### src/cplm_pkg.sv
// Constants, types and register map of the channel peak and limit monitor
package cplm_pkg;
    localparam int NCH = 7;
    localparam int VW = 16;
    localparam logic [2:0] LAST_CH = 3'h6;
    // Register byte offsets
    localparam logic [11:0] OFS_CTRL = 12'h000;
    localparam logic [11:0] OFS_STATUS = 12'h004;
    localparam logic [11:0] OFS_MASK = 12'h008;
    localparam logic [11:0] OFS_STATE = 12'h00c;
    localparam logic [11:0] OFS_SAVED_CTRL = 12'h010;
    localparam logic [11:0] OFS_LIMIT = 12'h040;
    localparam logic [11:0] OFS_DBAND = 12'h060;
    localparam logic [11:0] OFS_MAX = 12'h080;
    localparam logic [11:0] OFS_MIN = 12'h0a0;
    localparam logic [11:0] OFS_RATE = 12'h0c0;
    localparam logic [11:0] OFS_SAVED_LIMIT = 12'h100;
    localparam logic [11:0] OFS_SAVED_DBAND = 12'h120;
    // Control fields; all reset to zero: latched, buzzer off, normally open, channels on
    localparam int CTRL_AUTO_BIT = 0;
    localparam int CTRL_BUZZ_BIT = 1;
    localparam int CTRL_NC_LSB = 8;
    localparam int CTRL_OFF_LSB = 16;
    localparam logic [31:0] CTRL_MASK = 32'h007f7f03;
    localparam int ST_SAVE_BIT = 7;
    // Timing
    localparam longint CLK_HZ = 25000000;
    localparam longint BANNER_MS = 1000;
    localparam longint PEAK_TIMEOUT_MS = 5000;
    localparam longint MINUTE_MS = 60000;
    localparam int BANNER_CYC = int'(BANNER_MS * CLK_HZ / 1000);
    localparam int PEAK_TIMEOUT_CYC = int'(PEAK_TIMEOUT_MS * CLK_HZ / 1000);
    localparam int MINUTE_CYC = int'(MINUTE_MS * CLK_HZ / 1000);
    typedef enum logic [3:0] {
        DSP_NORMAL = 4'h0, DSP_CHAN = 4'h1, DSP_HI_BAN = 4'h2, DSP_HI_VAL = 4'h3,
        DSP_LO_BAN = 4'h4, DSP_LO_VAL = 4'h5, DSP_OFF_BAN = 4'h6, DSP_RST_BAN = 4'h7,
        DSP_RATE_BAN = 4'h8, DSP_RATE_VAL = 4'h9
    } cplm_dsp_t;
    typedef struct packed {cplm_dsp_t mode; logic [2:0] chan; logic [VW-1:0] value;} cplm_disp_t;
    typedef struct packed {logic valid; logic [2:0] chan; logic [VW-1:0] value;} cplm_sample_t;
    typedef struct packed {logic chsel; logic peak; logic reset; logic rate;} cplm_keys_t;
    typedef struct packed {logic psel; logic penable; logic pwrite; logic [11:0] paddr; logic [31:0] pwdata;} cplm_apb_req_t;
    typedef struct packed {logic [31:0] prdata; logic pready; logic pslverr;} cplm_apb_rsp_t;
endpackage

### src/cplm_monitor.sv
// Channel peak, rate and limit monitor with APB register access
module cplm_monitor #(
    parameter int BANNER_CYCLES = cplm_pkg::BANNER_CYC,
    parameter int PEAK_TIMEOUT_CYCLES = cplm_pkg::PEAK_TIMEOUT_CYC,
    parameter int MINUTE_CYCLES = cplm_pkg::MINUTE_CYC
) (
    input wire logic i_ref_clk,
    input wire logic i_rst,
    input wire cplm_pkg::cplm_apb_req_t i_apb,
    output cplm_pkg::cplm_apb_rsp_t o_apb,
    input wire cplm_pkg::cplm_sample_t i_sample,
    input wire cplm_pkg::cplm_keys_t i_keys,
    output cplm_pkg::cplm_disp_t o_display,
    output logic [cplm_pkg::NCH-1:0] o_relay_coil,
    output logic [cplm_pkg::NCH-1:0] o_relay_closed,
    output logic [cplm_pkg::NCH-1:0] o_oc_out,
    output logic [cplm_pkg::NCH-1:0] o_led,
    output logic o_buzzer,
    output logic o_nv_save,
    output logic o_irq
);
    typedef logic [cplm_pkg::NCH-1:0][cplm_pkg::VW-1:0] cplm_vals_t;
    typedef struct packed {
        cplm_pkg::cplm_keys_t k1, k2, k3;
        cplm_pkg::cplm_apb_rsp_t apb;
        logic [31:0] ctrl, sv_ctrl;
        cplm_vals_t limit, dband, sv_limit, sv_dband, pv, pmax, pmin, base, rate;
        logic [cplm_pkg::NCH-1:0] seen, active;
        logic [7:0] status, mask;
        logic [2:0] sel;
        cplm_pkg::cplm_dsp_t dst;
        logic rst_hi;
        logic [31:0] tmr, min_tmr;
        cplm_pkg::cplm_disp_t disp;
        logic [cplm_pkg::NCH-1:0] closed;
        logic buzz, nv_save, irq;
    } cplm_state_t;

    cplm_state_t state_reg, state_next;
    cplm_pkg::cplm_keys_t press;
    logic [cplm_pkg::NCH-1:0] off_bits, nc_bits;
    logic auto_rel, in_hi, in_lo, tmo;

    assign off_bits = state_reg.ctrl[cplm_pkg::CTRL_OFF_LSB +: cplm_pkg::NCH];
    assign nc_bits = state_reg.ctrl[cplm_pkg::CTRL_NC_LSB +: cplm_pkg::NCH];
    assign auto_rel = state_reg.ctrl[cplm_pkg::CTRL_AUTO_BIT];
    // Edge detect reads only the second and third stages, never the first
    assign press = state_reg.k2 & ~state_reg.k3;
    assign in_hi = (state_reg.dst == cplm_pkg::DSP_HI_BAN) || (state_reg.dst == cplm_pkg::DSP_HI_VAL);
    assign in_lo = (state_reg.dst == cplm_pkg::DSP_LO_BAN) || (state_reg.dst == cplm_pkg::DSP_LO_VAL);
    assign tmo = (state_reg.tmr == 32'h0);

    // Next-state logic for the whole block
    always_comb
    begin
        logic [11:0] a;
        logic [2:0] ix;
        logic idx_ok, acc, setup;
        logic [31:0] rd;
        logic rd_ok;
        logic [cplm_pkg::NCH-1:0] rise;
        logic signed [cplm_pkg::VW:0] sum;
        a = i_apb.paddr;
        ix = a[4:2];
        idx_ok = (ix <= cplm_pkg::LAST_CH);
        acc = i_apb.psel && i_apb.penable && state_reg.apb.pready;
        setup = i_apb.psel && !i_apb.penable;
        rd = 32'h0;
        rd_ok = 1'b1;
        rise = '0;
        sum = '0;
        state_next = state_reg;
        state_next.k1 = i_keys;
        state_next.k2 = state_reg.k1;
        state_next.k3 = state_reg.k2;
        state_next.nv_save = 1'b0;

        // New reading: store and track extremes, off channels ignored
        if (i_sample.valid && i_sample.chan <= cplm_pkg::LAST_CH && !off_bits[i_sample.chan])
        begin
            state_next.pv[i_sample.chan] = i_sample.value;
            state_next.seen[i_sample.chan] = 1'b1;
            if (!state_reg.seen[i_sample.chan] || $signed(i_sample.value) > $signed(state_reg.pmax[i_sample.chan]))
                state_next.pmax[i_sample.chan] = i_sample.value;
            if (!state_reg.seen[i_sample.chan] || $signed(i_sample.value) < $signed(state_reg.pmin[i_sample.chan]))
                state_next.pmin[i_sample.chan] = i_sample.value;
        end

        // Rate per minute: difference against the reading a minute ago
        if (state_reg.min_tmr >= 32'(MINUTE_CYCLES - 1))
        begin
            state_next.min_tmr = 32'h0;
            for (int i = 0; i < cplm_pkg::NCH; i++)
            begin
                state_next.rate[i] = state_reg.pv[i] - state_reg.base[i];
                state_next.base[i] = state_reg.pv[i];
            end
        end
        else
            state_next.min_tmr = state_reg.min_tmr + 32'h1;

        // Limit compare with deadband on release, per channel
        for (int i = 0; i < cplm_pkg::NCH; i++)
        begin
            sum = 17'($signed(state_reg.pv[i])) + 17'($signed(state_reg.dband[i]));
            if (off_bits[i])
                state_next.active[i] = 1'b0;
            else if ($signed(state_reg.pv[i]) >= $signed(state_reg.limit[i]))
                state_next.active[i] = 1'b1;
            else if (auto_rel && sum < 17'($signed(state_reg.limit[i])))
                state_next.active[i] = 1'b0;
        end

        // Key handling; channel key has priority over the others
        if (press.chsel)
        begin
            state_next.sel = (state_reg.sel == cplm_pkg::LAST_CH) ? 3'h0 : state_reg.sel + 3'h1;
            state_next.dst = cplm_pkg::DSP_CHAN;
            state_next.tmr = 32'(PEAK_TIMEOUT_CYCLES);
        end
        else if (press.peak)
        begin
            state_next.tmr = 32'(BANNER_CYCLES);
            if (off_bits[state_reg.sel])
            begin
                state_next.dst = cplm_pkg::DSP_OFF_BAN;
                state_next.tmr = 32'(PEAK_TIMEOUT_CYCLES);
            end
            else if (in_hi)
                state_next.dst = cplm_pkg::DSP_LO_BAN;
            else
                state_next.dst = cplm_pkg::DSP_HI_BAN;
        end
        else if (press.rate)
        begin
            state_next.dst = cplm_pkg::DSP_RATE_BAN;
            state_next.tmr = 32'(BANNER_CYCLES);
        end
        else if (press.reset && state_reg.k2.peak && (in_hi || in_lo))
        begin
            state_next.dst = cplm_pkg::DSP_RST_BAN;
            state_next.rst_hi = in_hi;
            state_next.tmr = 32'(BANNER_CYCLES);
        end
        else if (press.reset && state_reg.k2.chsel)
            state_next.active[state_reg.sel] = 1'b0;
        else if (press.reset)
        begin
            // Commit working setup to the storage image
            state_next.sv_ctrl = state_reg.ctrl;
            state_next.sv_limit = state_reg.limit;
            state_next.sv_dband = state_reg.dband;
            state_next.nv_save = 1'b1;
        end
        else if ((in_hi || in_lo) && state_reg.k2.peak && !tmo && state_reg.dst != cplm_pkg::DSP_HI_BAN
                 && state_reg.dst != cplm_pkg::DSP_LO_BAN)
            state_next.tmr = state_reg.tmr; // Held key keeps the peak shown so reset can follow
        else if (!tmo)
            state_next.tmr = state_reg.tmr - 32'h1;
        else
        begin
            state_next.tmr = 32'(PEAK_TIMEOUT_CYCLES);
            case (state_reg.dst)
                cplm_pkg::DSP_HI_BAN: state_next.dst = cplm_pkg::DSP_HI_VAL;
                cplm_pkg::DSP_LO_BAN: state_next.dst = cplm_pkg::DSP_LO_VAL;
                cplm_pkg::DSP_RATE_BAN: state_next.dst = cplm_pkg::DSP_RATE_VAL;
                cplm_pkg::DSP_RST_BAN:
                begin
                    // Banner first, then the present value becomes the new peak
                    if (state_reg.rst_hi)
                    begin
                        state_next.pmax[state_reg.sel] = state_reg.pv[state_reg.sel];
                        state_next.dst = cplm_pkg::DSP_HI_VAL;
                    end
                    else
                    begin
                        state_next.pmin[state_reg.sel] = state_reg.pv[state_reg.sel];
                        state_next.dst = cplm_pkg::DSP_LO_VAL;
                    end
                end
                default: state_next.dst = cplm_pkg::DSP_NORMAL;
            endcase
        end

        // APB read mux, sampled in the setup phase
        case (a)
            cplm_pkg::OFS_CTRL: rd = state_reg.ctrl;
            cplm_pkg::OFS_STATUS: rd = {24'h0, state_reg.status};
            cplm_pkg::OFS_MASK: rd = {24'h0, state_reg.mask};
            cplm_pkg::OFS_STATE: rd = {17'h0, state_reg.sel, state_reg.dst, 1'b0, state_reg.active};
            cplm_pkg::OFS_SAVED_CTRL: rd = state_reg.sv_ctrl;
            default:
            begin
                rd_ok = idx_ok;
                case ({a[11:5], 5'h0})
                    cplm_pkg::OFS_LIMIT: rd = 32'($signed(state_reg.limit[ix]));
                    cplm_pkg::OFS_DBAND: rd = {16'h0, state_reg.dband[ix]};
                    cplm_pkg::OFS_MAX: rd = 32'($signed(state_reg.pmax[ix]));
                    cplm_pkg::OFS_MIN: rd = 32'($signed(state_reg.pmin[ix]));
                    cplm_pkg::OFS_RATE: rd = 32'($signed(state_reg.rate[ix]));
                    cplm_pkg::OFS_SAVED_LIMIT: rd = 32'($signed(state_reg.sv_limit[ix]));
                    cplm_pkg::OFS_SAVED_DBAND: rd = {16'h0, state_reg.sv_dband[ix]};
                    default: rd_ok = 1'b0;
                endcase
                if (!rd_ok)
                    rd = 32'h0;
            end
        endcase
        state_next.apb.pready = setup;
        if (setup)
        begin
            state_next.apb.prdata = rd;
            state_next.apb.pslverr = !rd_ok;
        end

        // Writes and read-clear take effect at the access edge only
        if (acc && i_apb.pwrite && !state_reg.apb.pslverr)
        begin
            if (a == cplm_pkg::OFS_CTRL)
                state_next.ctrl = i_apb.pwdata & cplm_pkg::CTRL_MASK;
            else if (a == cplm_pkg::OFS_MASK)
                state_next.mask = i_apb.pwdata[7:0];
            else if ({a[11:5], 5'h0} == cplm_pkg::OFS_LIMIT)
                state_next.limit[ix] = i_apb.pwdata[15:0];
            else if ({a[11:5], 5'h0} == cplm_pkg::OFS_DBAND)
                state_next.dband[ix] = i_apb.pwdata[15:0];
        end
        // Only bits the reader actually saw are cleared; new events win
        if (acc && !i_apb.pwrite && a == cplm_pkg::OFS_STATUS)
            state_next.status = state_reg.status & ~state_reg.apb.prdata[7:0];
        rise = state_next.active & ~state_reg.active;
        state_next.status = state_next.status | {state_next.nv_save, rise};

        // Registered outputs
        state_next.irq = |(state_next.status & state_next.mask);
        state_next.closed = state_next.active ^ nc_bits;
        state_next.buzz = state_reg.ctrl[cplm_pkg::CTRL_BUZZ_BIT] && (|state_next.active);
        state_next.disp.mode = state_next.dst;
        state_next.disp.chan = state_next.sel;
        case (state_next.dst)
            cplm_pkg::DSP_NORMAL: state_next.disp.value = state_next.pv[state_next.sel];
            cplm_pkg::DSP_CHAN: state_next.disp.value = {13'h0, state_next.sel} + 16'h1;
            cplm_pkg::DSP_HI_VAL: state_next.disp.value = state_next.pmax[state_next.sel];
            cplm_pkg::DSP_LO_VAL: state_next.disp.value = state_next.pmin[state_next.sel];
            cplm_pkg::DSP_RATE_VAL: state_next.disp.value = state_next.rate[state_next.sel];
            default: state_next.disp.value = 16'h0;
        endcase
    end

    // State register
    always_ff @(posedge i_ref_clk or posedge i_rst)
    begin
        if (i_rst)
            state_reg <= '0;
        else
            state_reg <= state_next;
    end

    assign o_apb = state_reg.apb;
    assign o_display = state_reg.disp;
    assign o_relay_coil = state_reg.active;
    assign o_relay_closed = state_reg.closed;
    assign o_oc_out = state_reg.active;
    assign o_led = state_reg.active;
    assign o_buzzer = state_reg.buzz;
    assign o_nv_save = state_reg.nv_save;
    assign o_irq = state_reg.irq;
endmodule

### config.mk
export PLATFORM = sky130hd
export DESIGN_NAME = cplm_monitor
export DESIGN_NICKNAME = d
export VERILOG_FILES = /design/src/cplm_pkg.sv /design/src/cplm_monitor.sv
export SDC_FILE = /design/constraint.sdc
export NUM_CORES = 2
export LEC_CHECK = 0
export ABC_AREA = 0
export BUFFER_PORTS_ARGS = -buffer_cell sky130_fd_sc_hd__buf_2
export CAP_MARGIN = 30
export CORE_ASPECT_RATIO = 1.4
export CORE_UTILIZATION = 46
export CTS_CLUSTER_DIAMETER = 60
export DETAILED_ROUTE_END_ITERATION = 16
export PLACE_DENSITY = 0.6
export SYNTH_ARGS = -nofsm -noshare
export SYNTH_HDL_FRONTEND = slang
export SYNTH_SLANG_ARGS = --single-unit
### constraint.sdc
create_clock -name i_ref_clk -period 49.1 [get_ports i_ref_clk]
set_clock_uncertainty 0.2 [all_clocks]
set_input_delay 4.91 -clock i_ref_clk [delete_from_list [all_inputs] [get_ports i_ref_clk]]
set_output_delay 4.91 -clock i_ref_clk [all_outputs]
set_load 0.01 [all_outputs]
* After elaboration in Yosys (flattened, before gate mapping)
Index checks and enable logic that the tools add are counted.
** Storage, ports and cells
- Word-level logic and storage cells :: 370
- Bits in registers :: 1214
- Memories kept :: 0
- Output and inout port bits :: 88
- Latch bits :: 0
- Bits of input ports :: 73
- ROM bits :: 0
- Bits in writable memories :: 0
** Operators by class
- Shifts and indexed selects :: 0
- Add/subtract/negate cells :: 18
- Bitwise logic cells :: 20
- Divide/modulo/power cells :: 0
- Reductions and logical operators :: 52
- Order comparisons :: 26
- Muxes and demuxes :: 133
- Multipliers :: 0
- Eq/ne operators :: 27
** Operators with widths (count)
- 224-bit 2-to-1 mux :: 9
- 112-bit bitwise mux :: 7
- 16-bit binary-select mux with 3-bit select :: 14
- 112-bit 2-to-1 mux :: 5
- 336-bit 2-to-1 mux :: 1
- 32-bit 2-to-1 mux :: 10
- 16-bit 2-to-1 mux :: 17
- 32-bit one-hot mux with 7 select lines :: 1
- 32-bit one-hot mux with 5 select lines :: 1
- 16-bit demux with 3-bit select :: 3
- 16-bit by 16-bit adder with 17-bit output :: 7
- 17-bit by 16-bit < comparator with 1-bit output :: 7
- 16-bit >= comparator :: 7
- 16-bit subtractor :: 7
- 16-bit one-hot mux with 5 select lines :: 1
- 1-bit 2-to-1 mux :: 35
- 7-bit 2-to-1 mux :: 5
- 32-bit by 1-bit adder with 32-bit output (second input constant) :: 1
- 32-bit by 31-bit >= comparator with 1-bit output (second input constant) :: 1
- 32-bit logical NOT :: 1
- 4-bit 2-to-1 mux :: 8
- 8-bit 2-to-1 mux :: 4
- 32-bit by 1-bit subtractor with 32-bit output (second input constant) :: 1
- 1-bit logical AND :: 27
- 49 further kinds :: 96

* Depth between registers and ports, before layout
- Depth after elaboration :: 21
- Depth in mapped cells :: 25
- Depth with buffers taken out :: 25

* Worst setup path before layout
OpenSTA, ideal clock, no wires.
- Kind :: in2reg
- From :: in i_sample[16] (netlist bit)
- To :: reg state_reg, in the netlist o_display[8]
- Library setup time :: 139 ps
- Setup slack :: 38744 ps
- Stages :: 19
- Data required time :: 48761 ps
- Arrival time :: 10018 ps
- Buffers on the path :: 6
- Path through :: clkbuf_1 -> clkbuf_1 -> buf_1 -> clkbuf_1 -> buf_1 -> o22ai_1 -> a21oi_1 -> ha_1 -> a2111oi_0 -> o21ai_0 -> a211oi_1 -> o21ai_1 -> a21boi_0 -> buf_1 -> mux2_2 -> o31a_1 -> o21a_1 -> o311a_1 -> or4_1
** RTL lines
- from (decl) :: RTL line cplm_monitor.sv:11 : input wire cplm_pkg::cplm_sample_t i_sample,
- to (signal assigned) :: RTL line cplm_monitor.sv:256 : state_reg <= state_next;
- to (decl) :: RTL line cplm_monitor.sv:39 : cplm_state_t state_reg, state_next;

==> metrics <==
worst-skew pair later-pin latency approximately 0.84 ns; net count after synthesis 9,017; crit share post-route 24.4%; worst path arrival time 12.45 ns; Max IR drop VDD 0.0346 mV; fillers 16,000; post-DP HPWL 270,000 um; Post-DP Area 82,200 um2; max FFs per register 1,117; post-cts sizing count 0; Syn Inst Count 8,455; Seq/Total Area, Yosys around two fifths; Pwr Total 4190 uW; Worst Setup Start Kind primary input; total clock buffers created by CTS ~140; CP max FO 50; Hold Buf Count CTS 0; Hold Fails Final Rpt 0; Design Area, Final 87,300 um2; clk sinks 1,206; post-route insts no fill 10,900; YS warnings 0; final WL 375,000 um; Placed Cells 10,500; status finished clean; Pins Over Slew Limit 0; # rows 179; chip height 491 um; f_max between 0.08 and 0.09 GHz; CORE AREA 170,000 um2; setup_tns 0 ns; CP endpoint kind flop; IO Count about 160; Setup violations, final 0; postcts setup bufs 0; grt total ovfl 0; CP required 49.57 ns; global-route wire length before repair 523,000 um; antenna violations before repair 54; Nets 9,007; Final Util about half; DRC Markers 0; routability cong. 1.10; Avg Cell Area, Syn about 9.3 um2; Seq cells post-synth 1,206; r2r startpoint o_display[18]$_DFF_PP0_; Clk pin slew, worst setup/hold paths 0.06 ns; Leak 0.0396 uW; FF-to-FF path depth 16; Least-Margin Pin Slew about 1.4 ns; Vias 72,700; vias in the first global route 69,300; Yosys cell types 85; Post-Syn Area 78,600 um2; die width 351 um; Max Cap Viol 0; hold depth 0; Die ar. 173,000 um2; largest net degree at the start of global routing 195; Pwr per Cell Area about 48 nW/um2; Hold WC Path Type reg2reg; RSZ-0062 raised after global routing false; drt first pass iters 7; ys flop type dfrtp_1; Critical R2R Capture o_display[14]$_DFF_PP0_; share of layout cells above drive strength 1 between 10% and 20%; Syn-to-layout area delta 11.1%; Root Buffer clkbuf_16; R2R setup slack 42.08 ns; Post-synth EDFFs 0; Slew Limit Headroom between 3 and 4%; Post-DRT Antenna Nets 0; most frequent cells in the layout nand2_1, dfrtp_1, o21ai_0; WL/cell between 30 and 40 um; DRT iter0 DRCs 8,937; most common cell after layout, fill and taps aside nand2_1; Bufs on Longest Clock Path 3; hold worst-path end state_next[1241]$_DFF_PP0_; Starting Density 46.3%; H-tree levels 4; ys async rst share 100%; port buffer count 151; CTS tree done; Total GRT Usage a little over two fifths; Vias/cell 6.70; Setup Crit Path Kind in2reg; min-delay src state_next[1245]$_DFF_PP0_; Final min period 11.98 ns
==> worst max-delay path: stages <==
cell	delay (ns)
buf_4	0.66
buf_4	0.56
nor2b_2	0.93
a21oi_1	0.18
o22ai_1	0.19
a21oi_1	0.12
ha_1	0.36
a2111oi_0	0.51
o21ai_0	0.16
a211oi_1	0.47
o211ai_1	0.44
nand2_1	0.94
mux2_2	0.42
o21ai_0	0.27
o2111ai_1	0.16
o311a_1	0.41
or4_1	0.67
==> cells in the mapped netlist (85+ instances only) <==
master	count	area share (%)
nand2_1	1262	6.0
dfrtp_1	1206	38
o21ai_0	652	4.1
nor2_1	516	2.5
ha_1	475	7.6
a21oi_1	453	2.9
mux2_2	451	6.5
mux2i_1	449	5.7
clkbuf_1	425	2.0
inv_1	383	1.8
nand3_1	148	0.94
mux4_2	135	3.9
xnor2_1	132	1.5
o211ai_1	122	1.2
nor3_1	119	0.76
a21o_1	99	0.95
buf_1	88	0.42
o22ai_1	86	0.68
buf_4	85	0.81
==> final cells by class <==
| type | count | area [um2] | area share (%) |
|---|---|---|---|
| antenna | 38 | 95.1 | 0.109 |
| sequential | 1206 | 30200 | 34.6 |
| inverter | 389 | 1480 | 1.69 |
| timing repair buffer | 457 | 3390 | 3.88 |
| multi-input combinational | 6256 | 44800 | 51.3 |
| clock inverter | 49 | 562 | 0.643 |
| clock buffer | 196 | 4020 | 4.60 |
| tap | 2262 | 2830 | 3.24 |
==> through the flow <==
stage	setup WS, ns	hold WS (ns)
after global placement	36.75	0.149
after CTS	37.60	0.168
final	37.12	0.164
after detailed placement	36.78	0.142
after global routing	37.23	0.171
after floorplan	10.01	0.131
==> routing by layer <==
layer,vias to the layer above,track usage (%),share of wire (%)
li1,30300,-,-
met1,35700,47.7,34
met2,4859,62.4,42
met3,1806,16.3,11
met4,44,43.5,13
met5,-,1.87,0.17
==> worst max path at each step <==
stage | startpoint | end | slack [ns]
2_1_floorplan | i_rst | auto_rel$_DFFE_PP0P_ | 10.01
3_3_place_gp | i_sample[17] | o_display[8]$_DFF_PP0_ | 36.75
3_5_place_dp | i_sample[17] | o_display[8]$_DFF_PP0_ | 36.78
4_1_cts | i_sample[17] | o_display[8]$_DFF_PP0_ | 37.60
5_1_grt | i_sample[17] | o_display[8]$_DFF_PP0_ | 37.23
6_report | i_sample[17] | o_display[8]$_DFF_PP0_ | 37.12
==> cells by family (layout without fill, tap and decap cells) <==
group	Yosys count	after routing	synth area share (%)
compound gates	2058	2058	16.5
xor+xnor	195	195	2.17
fa+ha+maj	489	489	7.91
buf+inv	993	1091	5.15
flops	1206	1206	38.4
mux	1035	1035	16.0
other cells	1	39	0.00477
simple gates	2478	2478	13.8
==> where the power goes <==
group | switching (uW) | internal [uW]
Sequential | 170 | 1160
Combinational | 1190 | 594
Clock | 461 | 618
Note: power is estimated with default switching activity, not from simulation.
